### src/shared/rwc_pkg.sv
// Package of constants and types for the reset, watchdog and wakeup control block
// Contract
// [RULE1] Leaving reset, fetch starts at 3FFD where a jump opcode BC is expected.
// [RULE2] Software image must hold a jump and two-byte target at the fetch location.
// [RULE3] Reset forces registers to defaults, disables peripherals, pins high-impedance, pulls off.
// [RULE4] Seven reset sources; each except the debug-forced one has a cause flag.
// [RULE5] External reset pin acts only while reset pin enable is set.
// [RULE6] Any reset sets watchdog enable; clearing it stops watchdog resets.
// [RULE7] Any write to the cause address clears the watchdog, flags unchanged.
// [RULE8] Period select 0 gives 2^5 counts, 1 gives 2^8; long is default.
// [RULE9] Watchdog advances on the independent 1 kHz source, one count per millisecond.
// [RULE10] Watchdog reaching its overflow count resets the system and sets its flag.
// [RULE11] First option register write after reset also clears the watchdog.
// [RULE12] In background debug mode the watchdog counter holds.
// [RULE13] Stop entry zeroes the watchdog; counting restarts from zero on stop exit.
// [RULE14] No vectored dispatch; enabled requests only wake the core from wait or stop.
// [RULE15] A disabled source cannot wake, but its event flag still sets.
// [RULE16] Wake pending register shows one read-only bit per module; writes ignored.
// [RULE17] A module's pending bit clears once all its flags are clear.
// [RULE18] Low-voltage detector runs only when enabled; off in stop unless stop-enabled.
// [RULE19] After power-on, hold reset until supply adequate; set power-on and low-voltage flags.
// [RULE20] With low-voltage reset enabled, detection resets and holds until recovery; flag set.
// [RULE21] A debug-forced reset clears every cause flag.
// [RULE22] Option register takes only its first write after reset; always readable.
// [RULE23] Stop instruction with stop disabled acts as an illegal-opcode reset.
// [RULE24] Cause flags latch at reset entry from active sources, stable until next reset.
package rwc_pkg;

  localparam int unsigned AW       = 8;
  localparam int unsigned DW       = 8;
  localparam int unsigned NMOD     = 5;
  localparam int unsigned FPM      = 2;
  localparam int unsigned VEC_W    = 14;

  localparam logic [AW-1:0] OFS_CAUSE = 8'h00;
  localparam logic [AW-1:0] OFS_OPT   = 8'h01;
  localparam logic [AW-1:0] OFS_PM    = 8'h02;
  localparam logic [AW-1:0] OFS_PEND  = 8'h03;

  localparam int unsigned CS_POR  = 7;
  localparam int unsigned CS_PIN  = 6;
  localparam int unsigned CS_WDOG = 5;
  localparam int unsigned CS_ILLEGAL_OPCODE_RESET = 4;
  localparam int unsigned CS_ILLEGAL_ADDRESS_RESET = 3;
  localparam int unsigned CS_LVD  = 1;

  localparam int unsigned OPT_WEN  = 7;
  localparam int unsigned OPT_WPS  = 6;
  localparam int unsigned OPT_STOP = 5;
  localparam int unsigned OPT_PIN  = 0;
  localparam logic [DW-1:0] OPT_RST  = 8'hC0;
  localparam logic [DW-1:0] OPT_MASK = 8'hE1;

  localparam int unsigned PM_LVEN  = 2;
  localparam int unsigned PM_LVSE  = 1;
  localparam int unsigned PM_LVRE  = 0;
  localparam logic [DW-1:0] PM_RST  = 8'h05;
  localparam logic [DW-1:0] PM_MASK = 8'h07;

  localparam logic [VEC_W-1:0] RESET_VEC   = 14'h3FFD;
  localparam logic [DW-1:0]    JMP_OPCODE  = 8'hBC;

  localparam int unsigned WD_W       = 9;
  localparam logic [WD_W-1:0] WD_SHORT = 9'h020;
  localparam logic [WD_W-1:0] WD_LONG  = 9'h100;

  localparam int unsigned CLK_NS      = 8;
  localparam int unsigned RST_HOLD_NS = 100;
  localparam int unsigned RST_HOLD_CYC = (RST_HOLD_NS + CLK_NS - 1) / CLK_NS;
  localparam logic [3:0] RST_HOLD_CNT = RST_HOLD_CYC[3:0];

  typedef struct packed {
    logic [AW-1:0] addr;
    logic [DW-1:0] wdata;
    logic          wr;
    logic          rd;
  } rwc_bus_s;

  typedef enum logic {RS_RUN, RS_HOLD} rwc_rst_e;

endpackage : rwc_pkg

### src/verilog/rwc_wdog.sv
// Watchdog counter stepped by the 1 kHz tick
`timescale 1ns/1ps
`default_nettype none
module rwc_wdog import rwc_pkg::*; (
  input  wire logic            clk,
  input  wire logic            rst,
  input  wire logic            ce,
  input  wire logic            tick,
  input  wire logic            clr,
  input  wire logic            dbg_hold,
  input  wire logic            stop_mode,
  input  wire logic            enable,
  input  wire logic            long_sel,
  output logic                 timeout,
  output logic [WD_W-1:0]      count
);

  logic [WD_W-1:0] cnt_q;
  logic [WD_W-1:0] cnt_d;
  logic            to_q;
  logic            to_d;
  wire  [WD_W-1:0] limit = long_sel ? WD_LONG : WD_SHORT; // RULE8
  wire             step  = tick & enable & ~dbg_hold & ~stop_mode; // RULE9 RULE12
  wire  [WD_W-1:0] cnt_inc = cnt_q + 9'h001;

  assign to_d  = step & ~clr & (cnt_inc == limit); // RULE10
  assign cnt_d = (clr | stop_mode | to_d) ? '0 : (step ? cnt_inc : cnt_q); // RULE7 RULE13

  always_ff @(posedge clk) begin
    if (rst) begin
      cnt_q <= '0;
      to_q  <= 1'b0;
    end else if (ce) begin
      cnt_q <= cnt_d;
      to_q  <= to_d;
    end
  end

  assign timeout = to_q;
  assign count   = cnt_q;
endmodule : rwc_wdog
`default_nettype wire

### src/verilog/rwc_top.sv
// Reset source collection, cause recording, watchdog and wakeup gating
//
// Design decisions made here: strobed register access and the address map.
`timescale 1ns/1ps
`default_nettype none
module rwc_top import rwc_pkg::*; (
  input  wire logic                  clk,
  input  wire logic                  rst,
  input  wire logic                  ce,
  input  wire rwc_bus_s              bus,
  output logic [DW-1:0]              rdata,
  input  wire logic                  reset_pin_n,
  input  wire logic                  por_detect,
  input  wire logic                  low_voltage_detect,
  input  wire logic                  clk_1khz,
  input  wire logic                  illegal_opcode_reset,
  input  wire logic                  illegal_address_reset,
  input  wire logic                  debug_forced_reset_cmd,
  input  wire logic                  stop_exec,
  input  wire logic                  stop_mode,
  input  wire logic                  wait_mode,
  input  wire logic                  debug_mode,
  input  wire logic [NMOD*FPM-1:0]   mod_flag,
  input  wire logic [NMOD*FPM-1:0]   mod_ien,
  output logic                       sys_reset,
  output logic                       fetch_start,
  output logic [VEC_W-1:0]           fetch_addr,
  output logic                       periph_disable,
  output logic                       pin_hiz,
  output logic                       pull_off,
  output logic                       lowvolt_run,
  output logic                       wake_req,
  output logic                       stop_allowed
);

  // Input synchronisers
  logic pin_s1_q, pin_s2_q;
  logic por_s1_q, por_s2_q;
  logic lv_s1_q, lv_s2_q;
  logic k_s1_q, k_s2_q, k_s3_q;

  always_ff @(posedge clk) begin
    if (rst) begin
      pin_s1_q <= 1'b1;
      pin_s2_q <= 1'b1;
      por_s1_q <= 1'b0;
      por_s2_q <= 1'b0;
      lv_s1_q  <= 1'b0;
      lv_s2_q  <= 1'b0;
      k_s1_q   <= 1'b0;
      k_s2_q   <= 1'b0;
      k_s3_q   <= 1'b0;
    end else if (ce) begin
      pin_s1_q <= reset_pin_n;
      pin_s2_q <= pin_s1_q;
      por_s1_q <= por_detect;
      por_s2_q <= por_s1_q;
      lv_s1_q  <= low_voltage_detect;
      lv_s2_q  <= lv_s1_q;
      k_s1_q   <= clk_1khz;
      k_s2_q   <= k_s1_q;
      k_s3_q   <= k_s2_q;
    end
  end

  wire tick = k_s2_q & ~k_s3_q; // RULE9

  // Register state
  rwc_rst_e        state_q, state_d;
  logic [3:0]      hold_q, hold_d;
  logic [DW-1:0]   cause_q, cause_d;
  logic [DW-1:0]   opt_q;
  logic            opt_lock_q;
  logic [DW-1:0]   pm_q;
  logic [NMOD-1:0] pend_q;
  logic            wake_q;
  logic            fetch_q;
  logic            stop_q;
  logic [DW-1:0]   rdata_q;
  logic            wd_to;

  // Address decode
  wire wr_cause = bus.wr & (bus.addr == OFS_CAUSE);
  wire wr_opt   = bus.wr & (bus.addr == OFS_OPT);
  wire wr_pm    = bus.wr & (bus.addr == OFS_PM);
  wire opt_take = wr_opt & ~opt_lock_q; // RULE22

  // Reset sources
  wire in_hold    = (state_q == RS_HOLD);
  wire pin_rst    = opt_q[OPT_PIN] & ~pin_s2_q; // RULE5
  wire lv_on      = pm_q[PM_LVEN] & (~stop_mode | pm_q[PM_LVSE]); // RULE18
  wire lv_rst     = lv_on & pm_q[PM_LVRE] & lv_s2_q; // RULE20
  wire wd_rst     = wd_to & opt_q[OPT_WEN]; // RULE6 RULE10
  wire illegal_opcode_reset_rst   = illegal_opcode_reset | (stop_exec & ~opt_q[OPT_STOP]); // RULE23
  wire por_rst    = por_s2_q;
  wire any_rst    = por_rst | pin_rst | lv_rst | wd_rst | illegal_opcode_reset_rst |
                    illegal_address_reset | debug_forced_reset_cmd; // RULE4
  wire supply_low = por_s2_q | (lv_s2_q & cause_q[CS_LVD]); // RULE19 RULE20

  wire [DW-1:0] cause_evt = {por_rst, pin_rst, wd_rst, illegal_opcode_reset_rst,
                             illegal_address_reset, 1'b0, por_rst | lv_rst, 1'b0}; // RULE4 RULE19

  // Reset sequencing
  always_comb begin
    state_d = state_q;
    hold_d  = hold_q;
    cause_d = cause_q;
    unique case (state_q)
      RS_RUN: begin
        if (any_rst) begin
          state_d = RS_HOLD;
          hold_d  = RST_HOLD_CNT;
          cause_d = debug_forced_reset_cmd ? '0 : cause_evt; // RULE21 RULE24
        end
      end
      RS_HOLD: begin
        if (hold_q != 4'h0) begin
          hold_d = hold_q - 4'h1;
        end else if (!supply_low) begin
          state_d = RS_RUN; // RULE19 RULE20
        end
      end
    endcase
  end

  always_ff @(posedge clk) begin
    if (rst) begin
      state_q <= RS_HOLD;
      hold_q  <= RST_HOLD_CNT;
      cause_q <= (8'h01 << CS_POR) | (8'h01 << CS_LVD); // RULE19
      fetch_q <= 1'b0;
    end else if (ce) begin
      state_q <= state_d;
      hold_q  <= hold_d;
      cause_q <= cause_d;
      fetch_q <= in_hold & (state_d == RS_RUN); // RULE1
    end
  end

  // Option and power registers, defaults restored by every reset
  always_ff @(posedge clk) begin
    if (rst || in_hold) begin
      opt_q      <= OPT_RST; // RULE3 RULE6 RULE8
      opt_lock_q <= 1'b0;
      pm_q       <= PM_RST;
    end else if (ce) begin
      if (opt_take) begin
        opt_q      <= bus.wdata & OPT_MASK; // RULE22
        opt_lock_q <= 1'b1;
      end
      if (wr_pm) begin
        pm_q <= bus.wdata & PM_MASK;
      end
    end
  end

  // Watchdog
  rwc_wdog u_wdog (
    .clk       (clk),
    .rst       (rst | in_hold),
    .ce        (ce),
    .tick      (tick),
    .clr       (wr_cause | opt_take), // RULE7 RULE11
    .dbg_hold  (debug_mode), // RULE12
    .stop_mode (stop_mode | (stop_mode & ~stop_q)), // RULE13
    .enable    (opt_q[OPT_WEN]), // RULE6
    .long_sel  (opt_q[OPT_WPS]), // RULE8
    .timeout   (wd_to),
    .count     ()
  );

  // Wakeup pending, one bit per module
  logic [NMOD-1:0] pend_d;
  genvar gi;
  generate
    for (gi = 0; gi < NMOD; gi++) begin : g_pend
      assign pend_d[gi] = |(mod_flag[gi*FPM +: FPM] & mod_ien[gi*FPM +: FPM]); // RULE15 RULE17
    end
  endgenerate

  wire wake_d = (|pend_d) & (wait_mode | stop_mode); // RULE14

  // Read mux
  wire [DW-1:0] rd_mux = (bus.addr == OFS_CAUSE) ? cause_q :
                         (bus.addr == OFS_OPT)   ? opt_q :
                         (bus.addr == OFS_PM)    ? pm_q :
                         (bus.addr == OFS_PEND)  ? {{(DW-NMOD){1'b0}}, pend_q} : '0; // RULE16

  always_ff @(posedge clk) begin
    if (rst) begin
      pend_q  <= '0;
      wake_q  <= 1'b0;
      stop_q  <= 1'b0;
      rdata_q <= '0;
    end else if (ce) begin
      pend_q  <= in_hold ? '0 : pend_d; // RULE16
      wake_q  <= ~in_hold & wake_d; // RULE14
      stop_q  <= stop_mode;
      rdata_q <= bus.rd ? rd_mux : '0;
    end
  end

  assign rdata          = rdata_q;
  assign sys_reset      = in_hold; // RULE3
  assign periph_disable = in_hold; // RULE3
  assign pin_hiz        = in_hold; // RULE3
  assign pull_off       = in_hold; // RULE3
  assign fetch_start    = fetch_q; // RULE1
  assign fetch_addr     = RESET_VEC; // RULE1
  assign lowvolt_run    = lv_on; // RULE18
  assign wake_req       = wake_q;
  assign stop_allowed   = opt_q[OPT_STOP];
endmodule : rwc_top
`default_nettype wire

### config.mk
export PLATFORM = sky130hd
export DESIGN_NAME = rwc_top
export DESIGN_NICKNAME = d
export VERILOG_FILES = /design/src/shared/rwc_pkg.sv /design/src/verilog/rwc_wdog.sv /design/src/verilog/rwc_top.sv
export SDC_FILE = /design/constraint.sdc
export NUM_CORES = 1
export LEC_CHECK = 0
export BUFFER_PORTS_ARGS = -buffer_cell sky130_fd_sc_hd__clkbuf_2
export CAP_MARGIN = 10
export CORE_MARGIN = 2
export CORE_UTILIZATION = 46
export DETAILED_ROUTE_END_ITERATION = 10
export GPL_TIMING_DRIVEN = 0
export PLACE_DENSITY = 0.79
export RECOVER_POWER = 50
export SLEW_MARGIN = 15
export SYNTH_ARGS = -nofsm -noshare
export SYNTH_HDL_FRONTEND = slang
export SYNTH_SLANG_ARGS = --single-unit
### constraint.sdc
create_clock -name clk -period 2.1 [get_ports clk]
set_input_delay 0.21 -clock clk [delete_from_list [all_inputs] [get_ports clk]]
set_output_delay 0.21 -clock clk [all_outputs]
set_load 0.005 [all_outputs]
Word level (Yosys, flattened, before mapping)
Index checks and enable logic that the tools add are counted.

storage, ports and cells
  word-level logic and storage cells = 115
  bits in registers = 56
  output and inout bits = 30
  bits of input ports = 52

operators by class
  $add $sub $neg = 2
  bitwise logic cells = 53
  equal/unequal tests = 6
  muxes and demuxes = 17
  reductions and logical operators = 15

operators by type and width
  operator                                                            number
  8-bit two-way mux                                                   4
  9-bit two-way mux                                                   3
  1-bit bitwise AND                                                   21
  8-bit by 2-bit == test with 1-bit output, second input constant     2
  1-bit bitwise OR                                                    16
  5-bit two-way mux                                                   3
  1-bit inverter                                                      11
  2-bit bitwise AND                                                   5
  10-bit OR reduction                                                 1
  2-bit OR reduction                                                  5
  9-bit by 1-bit adder with 9-bit output, second input constant       1
  9-bit == test                                                       1
  8-bit by 1-bit == test with 1-bit output, second input constant     1
  8-bit logical NOT                                                   1
  4-bit two-way mux                                                   2
  4-bit case mux with 2 select lines                                  1
  2-bit AND reduction                                                 3
  3-bit AND reduction                                                 2
  4-bit nonzero test                                                  1
  4-bit by 1-bit subtractor with 4-bit output, second input constant  1
  1-bit two-way mux                                                   3
  2-bit by 1-bit != test with 1-bit output, second input constant     1
  2-bit != test, second input constant                                1
  1-bit case mux with 2 select lines                                  1
  other kinds (2)                                                     2

Depth between registers and ports, before layout
Gate-level depths: netlist (run 1).

  depth after elaboration = 14
  depth in mapped cells = 8
  mapped depth without buffers = 8

Hierarchy
Synthesis (run 1) repeated with hierarchy kept, for this count alone.

unflattened totals
  cell total of the unflattened synthesis = 343
  area, all modules = 2,914.0 um^2

modules (own cells, without submodules)
  module    instances  sequential area each (um^2)  area an instance (um^2)  cells an instance
  rwc_top   1          860.8                        2,183.3                  256
  rwc_wdog  1          200.2                        730.7                    87

Worst setup path before layout (run 1)
No wires, ideal clock.

  kind = register -> register
  start = reg u_wdog.cnt_q[0], in the netlist u_wdog.count[0]
  end = reg u_wdog.cnt_q[1], in the netlist u_wdog.count[1]
  required time = 1.972 ns
  slack = -0.086 ns
  cell stages (with the launch flop) = 8
  setup time = 0.128 ns
  data arrival time = 2.058 ns
  path buffers = 0
  clock period less this slack = 2.186 ns
  path through = dfxtp_1 ha_1 nand3_1 o21a_1 a2111o_1 a221o_2 a32oi_1 nor2_1

on the way
  word-level cells in the longest chain between the ends = 6
  elaborated cells on any way between the ends = 8
  those cells by class = 1 x add/sub; 1 x eq/ne; 2 x mux; 2 x bitwise; 2 x reduce/logical

ends and longest elaborated chain
  element                                     line            source
  from (decl)                                 rwc_wdog.sv:18  logic [WD_W-1:0] cnt_q;
  from (signal assigned)                      rwc_wdog.sv:34  cnt_q <= cnt_d;
  9-bit by 1-bit adder with 9-bit output (*)  rwc_wdog.sv:24  wire [WD_W-1:0] cnt_inc = cnt_q + 9'h001;
  9-bit == test                               rwc_wdog.sv:26  assign to_d = step & ~clr & (cnt_inc == limit);
  1-bit bitwise AND                           rwc_wdog.sv:26
  1-bit bitwise OR                            rwc_wdog.sv:27  assign cnt_d = (clr | stop_mode | to_d) ? '0 : (step ? cnt_inc : cnt_q);
  2-bit nonzero test (no source line)         --
  2-bit AND reduction (no source line)        --

Every way passes the cells marked *; elsewhere a longest branch is shown, timed or not. The select of a mux whose other input is x is not followed.
A chain may end at the register's enable or synchronous reset.

Worst setup path after layout (run 1)
  start = reg u_wdog.cnt_q[2], in the netlist u_wdog.count[2]
  end = reg u_wdog.cnt_q[5], in the netlist u_wdog.count[5]

Same word-level chain as after synthesis.

==> flow_results.org, run 1 <==
** STA
- Hold Fails Final Rpt :: 0
- Headroom to the max-slew limit came out at 59.5%.
- Setup repair after global routing could not meet its margin everywhere.
- Slew of the pin with the lowest slew margin :: 0.608 ns
- Dividing the final minimum period by the clock period gives 99.4%.
- Final worst path period need :: 2.09 ns
- The max-slew violation count is 0.
- Setup-failing EPs final :: 0
- Clk_skew :: 0.00481 ns
- Based on the critical path, the design can be clocked at up to 479 MHz.

** Pwr
- Power after layout :: 1.77 mW
- Cell Pwr Density :: 536 nW/um^2
- Leakage power :: 1.33 nW
- Worst VDD drop :: 0.394 mV

** Floorplanning
- Overall die width :: 80.4 um
- Number of cell rows :: 27
- Top-level I/O count :: 82
- The die covers 6460 um^2.
- Once the floorplan was initialized, standard cells occupied 48.1% of the core.
- Floorplan die height :: 80.4 um
- The core region is 5570 um^2.

** Routing
- Iter 0 DRT Violations :: 174
- After detailed routing, the average wire length per cell comes to 13.9 um.
- Wires add up to 6670 um.
- The detail route stage leaves a number of antenna-violating nets equal to 0.
- Remaining DRCs :: 0
- Via density per instance :: 5.44
- For this run, the detailed router's first-pass iteration total came to 5.
- The detailed router placed 2,612 vias in this run.

** Global routing
- Entering global routing, the biggest net connects 16 pins.
- The number of global-route vias before repair was 2,279.
- For this run the aggregate overflow at the end of global routing stands at 0.
- Global-route wire length before repair :: 10,800 um
- The number of antenna violations at the first check in global routing came to 0.
- Global routing used 21.2% of the available tracks.

** Critical path
- Delay of the slowest cell on the worst path :: 0.44 ns
- CP Max Fanout :: 8
- Data arrival time at the worst-slack endpoint :: 2.26 ns
- Endpoint class of the critical path :: register
- Critical path buffers and inverters :: 1
- Worst path slowest cell :: sky130_fd_sc_hd__a221o_2
- Dominant delay contributor by cell family on the critical path :: compound AO/OA/AOI/OAI gates
- Flop-to-flop setup slack :: 0.01 ns
- Critical path class :: reg2reg
- Counting cells, the worst reg-to-reg path comes to 7.
- In this run the critical register-to-register path is launched from u_wdog.count[2].
- Timing startpoint of the critical path :: u_wdog.count[2]
- The worst register-to-register path ends at u_wdog.count[5].
- The worst setup path is launched from a register.
- For the worst setup path, the data required time is 2.28 ns.
- Ordered list of cells on the worst path :: buf_6 -> nand4_1 -> or3_4 -> a2111o_1 -> a221o_2 -> a32oi_1 -> nor2_1

** Finish
- Finished Layout Cells :: 480
- Final instance area :: 3310 um^2
- Fraction of layout cells with a size suffix above 1 :: 26.2%
- Nets :: 462
- Diodes inserted :: 0
- Layout overhead on the synthesized area :: 23.2%

** Clocking
- Clock tree synthesis selected as its root buffer the cell sky130_fd_sc_hd__clkbuf_8.
- In this run the number of H-tree levels came out at 2.
- Sinks on the clock net :: 53
- The clock passes through at most 2 buffers.
- At the later pin of the worst-skew pair, clock insertion delay measures 0.30 ns.
- Clock tree from TritonCTS :: done
- After clock tree synthesis, the clock-pin slew on the worst setup and hold paths is 0.09 ns.
- Num CTS Buffers :: 5
- Hold_buf cts :: 0

** Synth
- Sequential elements use 39.5% of the synthesized area.
- Count of flip-flops with a built-in enable after synthesis :: 0
- Cell taking the most area after synthesis :: sky130_fd_sc_hd__dfxtp_1
- In the synthesized netlist, the number of instances is 319.
- Counting flops with an async set or reset pin after synthesis yields a share of 0%.
- Cell with the most instances after synthesis :: sky130_fd_sc_hd__dfxtp_1
- By area the synthesized netlist is led by sky130_fd_sc_hd__dfxtp_1 (40%), sky130_fd_sc_hd__mux2i_1 (7.5%), sky130_fd_sc_hd__nor2_1 (5.7%).
- Mean area per synthesized cell :: 8.41 um^2
- Share of Yosys cell area claimed by the top area cell type :: 39.5%
- The synthesized netlist occupies a cell area of 2680 um^2.
- Yosys warning count :: 0
- Top_reg_cell synth :: sky130_fd_sc_hd__dfxtp_1
- Number of distinct library cells after synthesis :: 53
- Most frequent cells after synthesis :: sky130_fd_sc_hd__dfxtp_1 (53), sky130_fd_sc_hd__nor2_1 (41), sky130_fd_sc_hd__nand2_1 (28)
- Number of register bits inferred by synthesis :: 53

** Hold path
- Hold Startpoint :: reset_pin_n
- The worst hold path terminates at pin_s1_q.
- Number of cells traversed by the worst hold path :: 2
- The path class of the tightest hold or removal check is in2reg.

** Outcome
- Run status :: finished clean

** Placed design
- The congestion estimate from routability-driven global placement came to 0.931.
- In this run the tool buffered the top-level ports with 65 buffer cells.
- Cell total after placement :: 468
- Detailed placement finished with a half-perimeter wire length of 4970 um.
- The placed instances occupy a cell area of 3150 um^2.

** Flow run
- Max-cap violations in this run came to 0.
-- logic make-up after synthesis --
family	count (synthesis)	share of synthesized area, %
and+or+nand+nor	127	23.4
buffers and inverters	40	8.25
xor gates and xnor gates	4	1.31
muxes	21	7.88
adders and majority gates	3	1.40
AOI/OAI and AO/OA	69	17.9
other	2	0.280
DFF	53	39.5
-- layout make-up --
| type | instances | area (um^2) |
|---|---|---|
| Inverter | 8 | 30.0 |
| Tap cell | 72 | 90.1 |
| Fill cell | 506 | 2270 |
| Buffer | 32 | 194 |
| Clock inverter | 1 | 7.51 |
| Timing Repair Buffer | 69 | 350 |
| Multi-Input combinational cell | 238 | 1480 |
| Sequential cell | 53 | 1070 |
| Clock buffer | 7 | 76.3 |
-- placed cells by master (no fill, tap or decap), drive strengths merged, types with 3 or more instances in the layout --
cell and n:
conb 14, a32oi 4, inv 7, nor3 9, and2 3, nand3 8
clkbuf 84, a21oi 22, nand4 5, a221o 3, nand3b 3, nor2 41
nor4 4, o21ai 7, or2 3, a31oi 5, xnor2 3, dfxtp 53
nor2b 6, a22oi 7, mux2i 20, nand2 28, nand2b 6, ha 3
a2bb2oi 3, and4b 3, buf 24
-- per-stage QoR --
step	util [%]	setup TNS, ns	hold slack (ns)	setup WS, ns
after floorplan	-	0	0.332	0.00241
after global placement	56.6	-0.822	0.418	-0.195
after detailed placement	56.6	-1.22	0.420	-0.201
after CTS	59.1	0	0.101	0.0222
after global routing	59.3	-0.203	0.123	-0.0726
final	59.3	0	0.105	0.0135
-- registers in the layout, summed over array words and instances, names as in the netlist --
signal          flops
u_wdog.count        9
rdata               8
cause_q             6
pend_q              5
hold_q              4
opt_q               4
pm_q                3
fetch_start         1
k_s1_q              1
k_s2_q              1
k_s3_q              1
lv_s1_q             1
lv_s2_q             1
opt_lock_q          1
periph_disable      1
pin_s1_q            1
pin_s2_q            1
por_rst             1
por_s1_q            1
u_wdog.timeout      1
wake_req            1
-- worst max path at each step --
stage | cells past startpoint | endpoint | slack (ns)
floorplan | 7 | u_wdog.count[1] | 0.002
global placement | 7 | u_wdog.count[7] | -0.20
detailed placement | 7 | u_wdog.count[7] | -0.20
CTS | 6 | u_wdog.count[5] | 0.02
global route | 7 | u_wdog.count[1] | -0.07
finish | 7 | u_wdog.count[5] | 0.01
-- metal layers --
metal  track usage, %  vias to the layer above  share of wire (%)
li1                 -                     1290                  -
met1             27.7                     1220                 45
met2             34.9                       91                 45
met3             3.26                       11                7.8
met4             8.64                        0                1.9
met5                0                        -                  0
-- power by group --
group,total [mW],internal [mW],leakage (nW),switching (mW)
combinational,0.190,0.0925,0.861,0.0973
sequential,1.02,1.01,0.433,0.0105
clock,0.559,0.237,0.0385,0.322
total,1.77,1.34,1.33,0.430
-- repair_timing --
item | in CTS | in global routing
hold endpoints to repair | 0 | 0
pin swaps | 5 | 1
setup endpoints to repair | 6 | 6
buffers inserted | 2 | 2
resized for setup | 12 | 1
Note: power is estimated with default switching activity, not from simulation.
==> run 2, diff against run 1 <==
--- a/config.mk
+++ b/config.mk
@@ -9,8 +9,8 @@
 export CAP_MARGIN = 10
 export CORE_MARGIN = 2
-export CORE_UTILIZATION = 46
+export CORE_UTILIZATION = 55
 export DETAILED_ROUTE_END_ITERATION = 10
 export GPL_TIMING_DRIVEN = 0
-export PLACE_DENSITY = 0.79
+export PLACE_DENSITY = 0.88
 export RECOVER_POWER = 50
 export SLEW_MARGIN = 15
==> constraint.sdc (replaced) <==
create_clock -name clk -period 2.5 [get_ports clk]
set_input_delay 0.5 -clock clk [delete_from_list [all_inputs] [get_ports clk]]
set_output_delay 0.5 -clock clk [all_outputs]
set_load 0.005 [all_outputs]
==> run 2 against run 1 <==
Via count rose by 2.3%. Worst setup slack improved by 0.11 ns. Global-route usage grew 5.2 points. Critical endpoint is now u_wdog.count[1]. Largest cell class unchanged.
==> flow_results.org, run 2 (synthesized netlist as in run 1, its figures left out) <==
** Critical path
- STA classifies the critical path endpoint as a register.
- Endpoint of the worst register-to-register path :: u_wdog.count[1]
- Data on the critical path is required at its endpoint by 2.68 ns.
- In this run the critical register-to-register path is launched from u_wdog.count[1].
- In this run the worst path has a maximum fanout of 8.
- For the worst setup path, the data arrival time is 2.55 ns.
- The worst setup path is launched from a register.
- By startpoint and endpoint, the worst setup path is classified as reg2reg.
- Flop-to-flop setup slack :: 0.13 ns
- Worst reg2reg path depth :: 7

** Placed design
- Buffers placed on the I/O ports in this run total 65.
- Routability-driven placement congestion ratio :: 0.890
- Final HPWL from detailed placement :: 5080 um
- Post-Place Cell Area :: 3140 um^2

** Global routing
- For this run the aggregate overflow at the end of global routing stands at 0.
- Global-route wire length before repair :: 11,200 um
- The number of global-route vias before repair came to 2,439.
- Global routing consumed, over all layers together, 26.5% of the routing resources.
- Pin count of the biggest net entering global routing :: 15
- Initial antenna violation count :: 0

** STA
- For the pin with the worst max-slew slack, the measured transition is 0.587 ns.
- Setup violations remaining at the end of the flow were counted as 0.
- The final hold violation count came to 0.
- Timing would allow up to 421 MHz.
- The worst pin sits at a relative slew slack of 60.9%.
- Tcrit/Tclk final :: 95.0%
- Unrepaired setup endpoints after global routing :: no
- Final worst path period need :: 2.37 ns
- The max-slew violation count is 0.
- For the final routed database, the setup TNS stands at 0 ns.
- For the final database, setup skew stands at 0.0123 ns.

** Clocking
- The H-tree was split into 2 levels.
- Clock insertion delay at the later pin of the skew report :: 0.31 ns
- Clock tree synthesis inserted a total of 5 buffers.
- Clock-pin slew was measured on the worst setup and hold paths at 0.08 ns.
- Clock tree synthesis found a total of 53 sinks.
- The clock passes through at most 2 buffers.
- In this run the clock root is driven by a sky130_fd_sc_hd__clkbuf_8.
- Clock tree from TritonCTS :: done

** Floorplanning
- The die is 73.9 um wide.
- Die area :: 5450 um^2
- The floorplan has 25 rows.
- Top-level I/O count :: 82
- For this configuration, the core starts out at a cell density of 56.8%.
- Floorplan die height :: 73.9 um
- Standard cell core area :: 4720 um^2

** Hold path
- The path with the worst hold slack has its endpoint at pin_s1_q.
- In this run the most critical hold path is launched from reset_pin_n.
- Number of cells traversed by the worst hold path :: 2
- The min-delay analysis places its worst path in the category in2reg.

** Pwr
- Worst VDD drop :: 0.342 mV
- In this run the static leakage power is 1.30 nW.
- Power spread over the standard cell area amounts to 470 nW/um^2.

** Finish
- Diodes inserted :: 0
- The library cells used most frequently in the layout, excluding fill and tap cells, are sky130_fd_sc_hd__clkbuf_2 (59), sky130_fd_sc_hd__dfxtp_1 (52), sky130_fd_sc_hd__nor2_1 (41).
- Storage element area :: 1060 um^2
- Fill cell total of the finished layout :: 388
- Nets :: 458
- Once layout is done, the placed cells without fillers occupy 3230 um^2.
- The post-route netlist has 23.8% of its cells at a drive strength greater than 1.
- In the final layout, the multi-input gates occupy 1460 um^2.
- Layout overhead on the synthesized area :: 20.2%
- Most common cell after layout, fill and taps aside :: sky130_fd_sc_hd__clkbuf_2
- Flip-flop count of the largest register after layout :: 9

** Outcome
- The flow ran to the end, and the final reports show no timing, DRC or antenna violations.

** Routing
- Routed Antenna Nets :: 0
- Iter 0 DRT Violations :: 291
- Via density per instance :: 5.69
- Summing over every cut layer, the via total after detailed routing is 2,672.
- The pre-antenna-repair detailed-routing pass consisted of 5 iterations.
- The routed design has 6980 um of wire.
- In the routed design, unresolved DRC markers number 0.
- Routed wirelength normalized by instance count :: 14.9 um

** Flow run
- Across the run, the number of max-cap violations was 0.
run 2: how the worst max path moves through the flow:
| stage | from | end | depth (start not counted) |
|---|---|---|---|
| floorplan | bus[15] | u_wdog.count[7] | 6 |
| global placement | bus[15] | u_wdog.count[7] | 7 |
| detailed placement | bus[15] | u_wdog.count[7] | 7 |
| CTS | u_wdog.count[0] | u_wdog.count[1] | 7 |
| global route | u_wdog.count[1] | u_wdog.count[1] | 7 |
| finish | u_wdog.count[1] | u_wdog.count[1] | 7 |
run 2: per-stage QoR:
step	total power [mW]	setup WS (ns)	util, %	std cells	hold slack (ns)
5_1_grt	1.56	0.0132	68.3	470	0.438
3_5_place_dp	1.04	-0.0512	66.4	463	0.447
2_1_floorplan	0.975	0.294	-	331	0.431
6_report	1.52	0.126	68.3	470	0.412
4_1_cts	1.51	0.0207	68.3	470	0.417
3_3_place_gp	1.04	-0.0388	66.4	463	0.439
run 2: layer usage:
metal  up-vias  track usage (%)  part of all wire, %
met1      1236             33.8                   42
li1       1278                -                    -
met4         0             7.68                  2.5
met5         -                0                    0
met3        21             5.62                  7.7
met2       137             44.7                   48
run 2: what timing repair did:
item,4_1_cts,5_1_grt
gates resized for setup,0,4
hold buffers,0,0
buffers inserted,0,0
setup endpoints to repair,0,6
run 2: area by class of cell:
type | instances | share of cell area [%]
multi-input combinational | 238 | 45.2
tap | 67 | 2.60
timing repair buffer | 65 | 9.85
sequential | 53 | 32.9
inverter | 8 | 0.931
clock buffer | 7 | 2.68
buffer | 32 | 5.82
run 2: report_power, final:
part	internal (mW)	switching [mW]	total [mW]
clock	0.220	0.271	0.491
sequential	0.855	0.00925	0.864
combinational	0.0767	0.0844	0.161
run 2: critical path: stages, from the launching register on:
cell and delay (ns):
sky130_fd_sc_hd__dfxtp_1 0.43, sky130_fd_sc_hd__ha_2 0.27, sky130_fd_sc_hd__nand3_2 0.18, sky130_fd_sc_hd__o21a_1 0.25
sky130_fd_sc_hd__a2111o_1 0.34, sky130_fd_sc_hd__a221o_2 0.48, sky130_fd_sc_hd__a32oi_1 0.23, sky130_fd_sc_hd__nor2_1 0.06
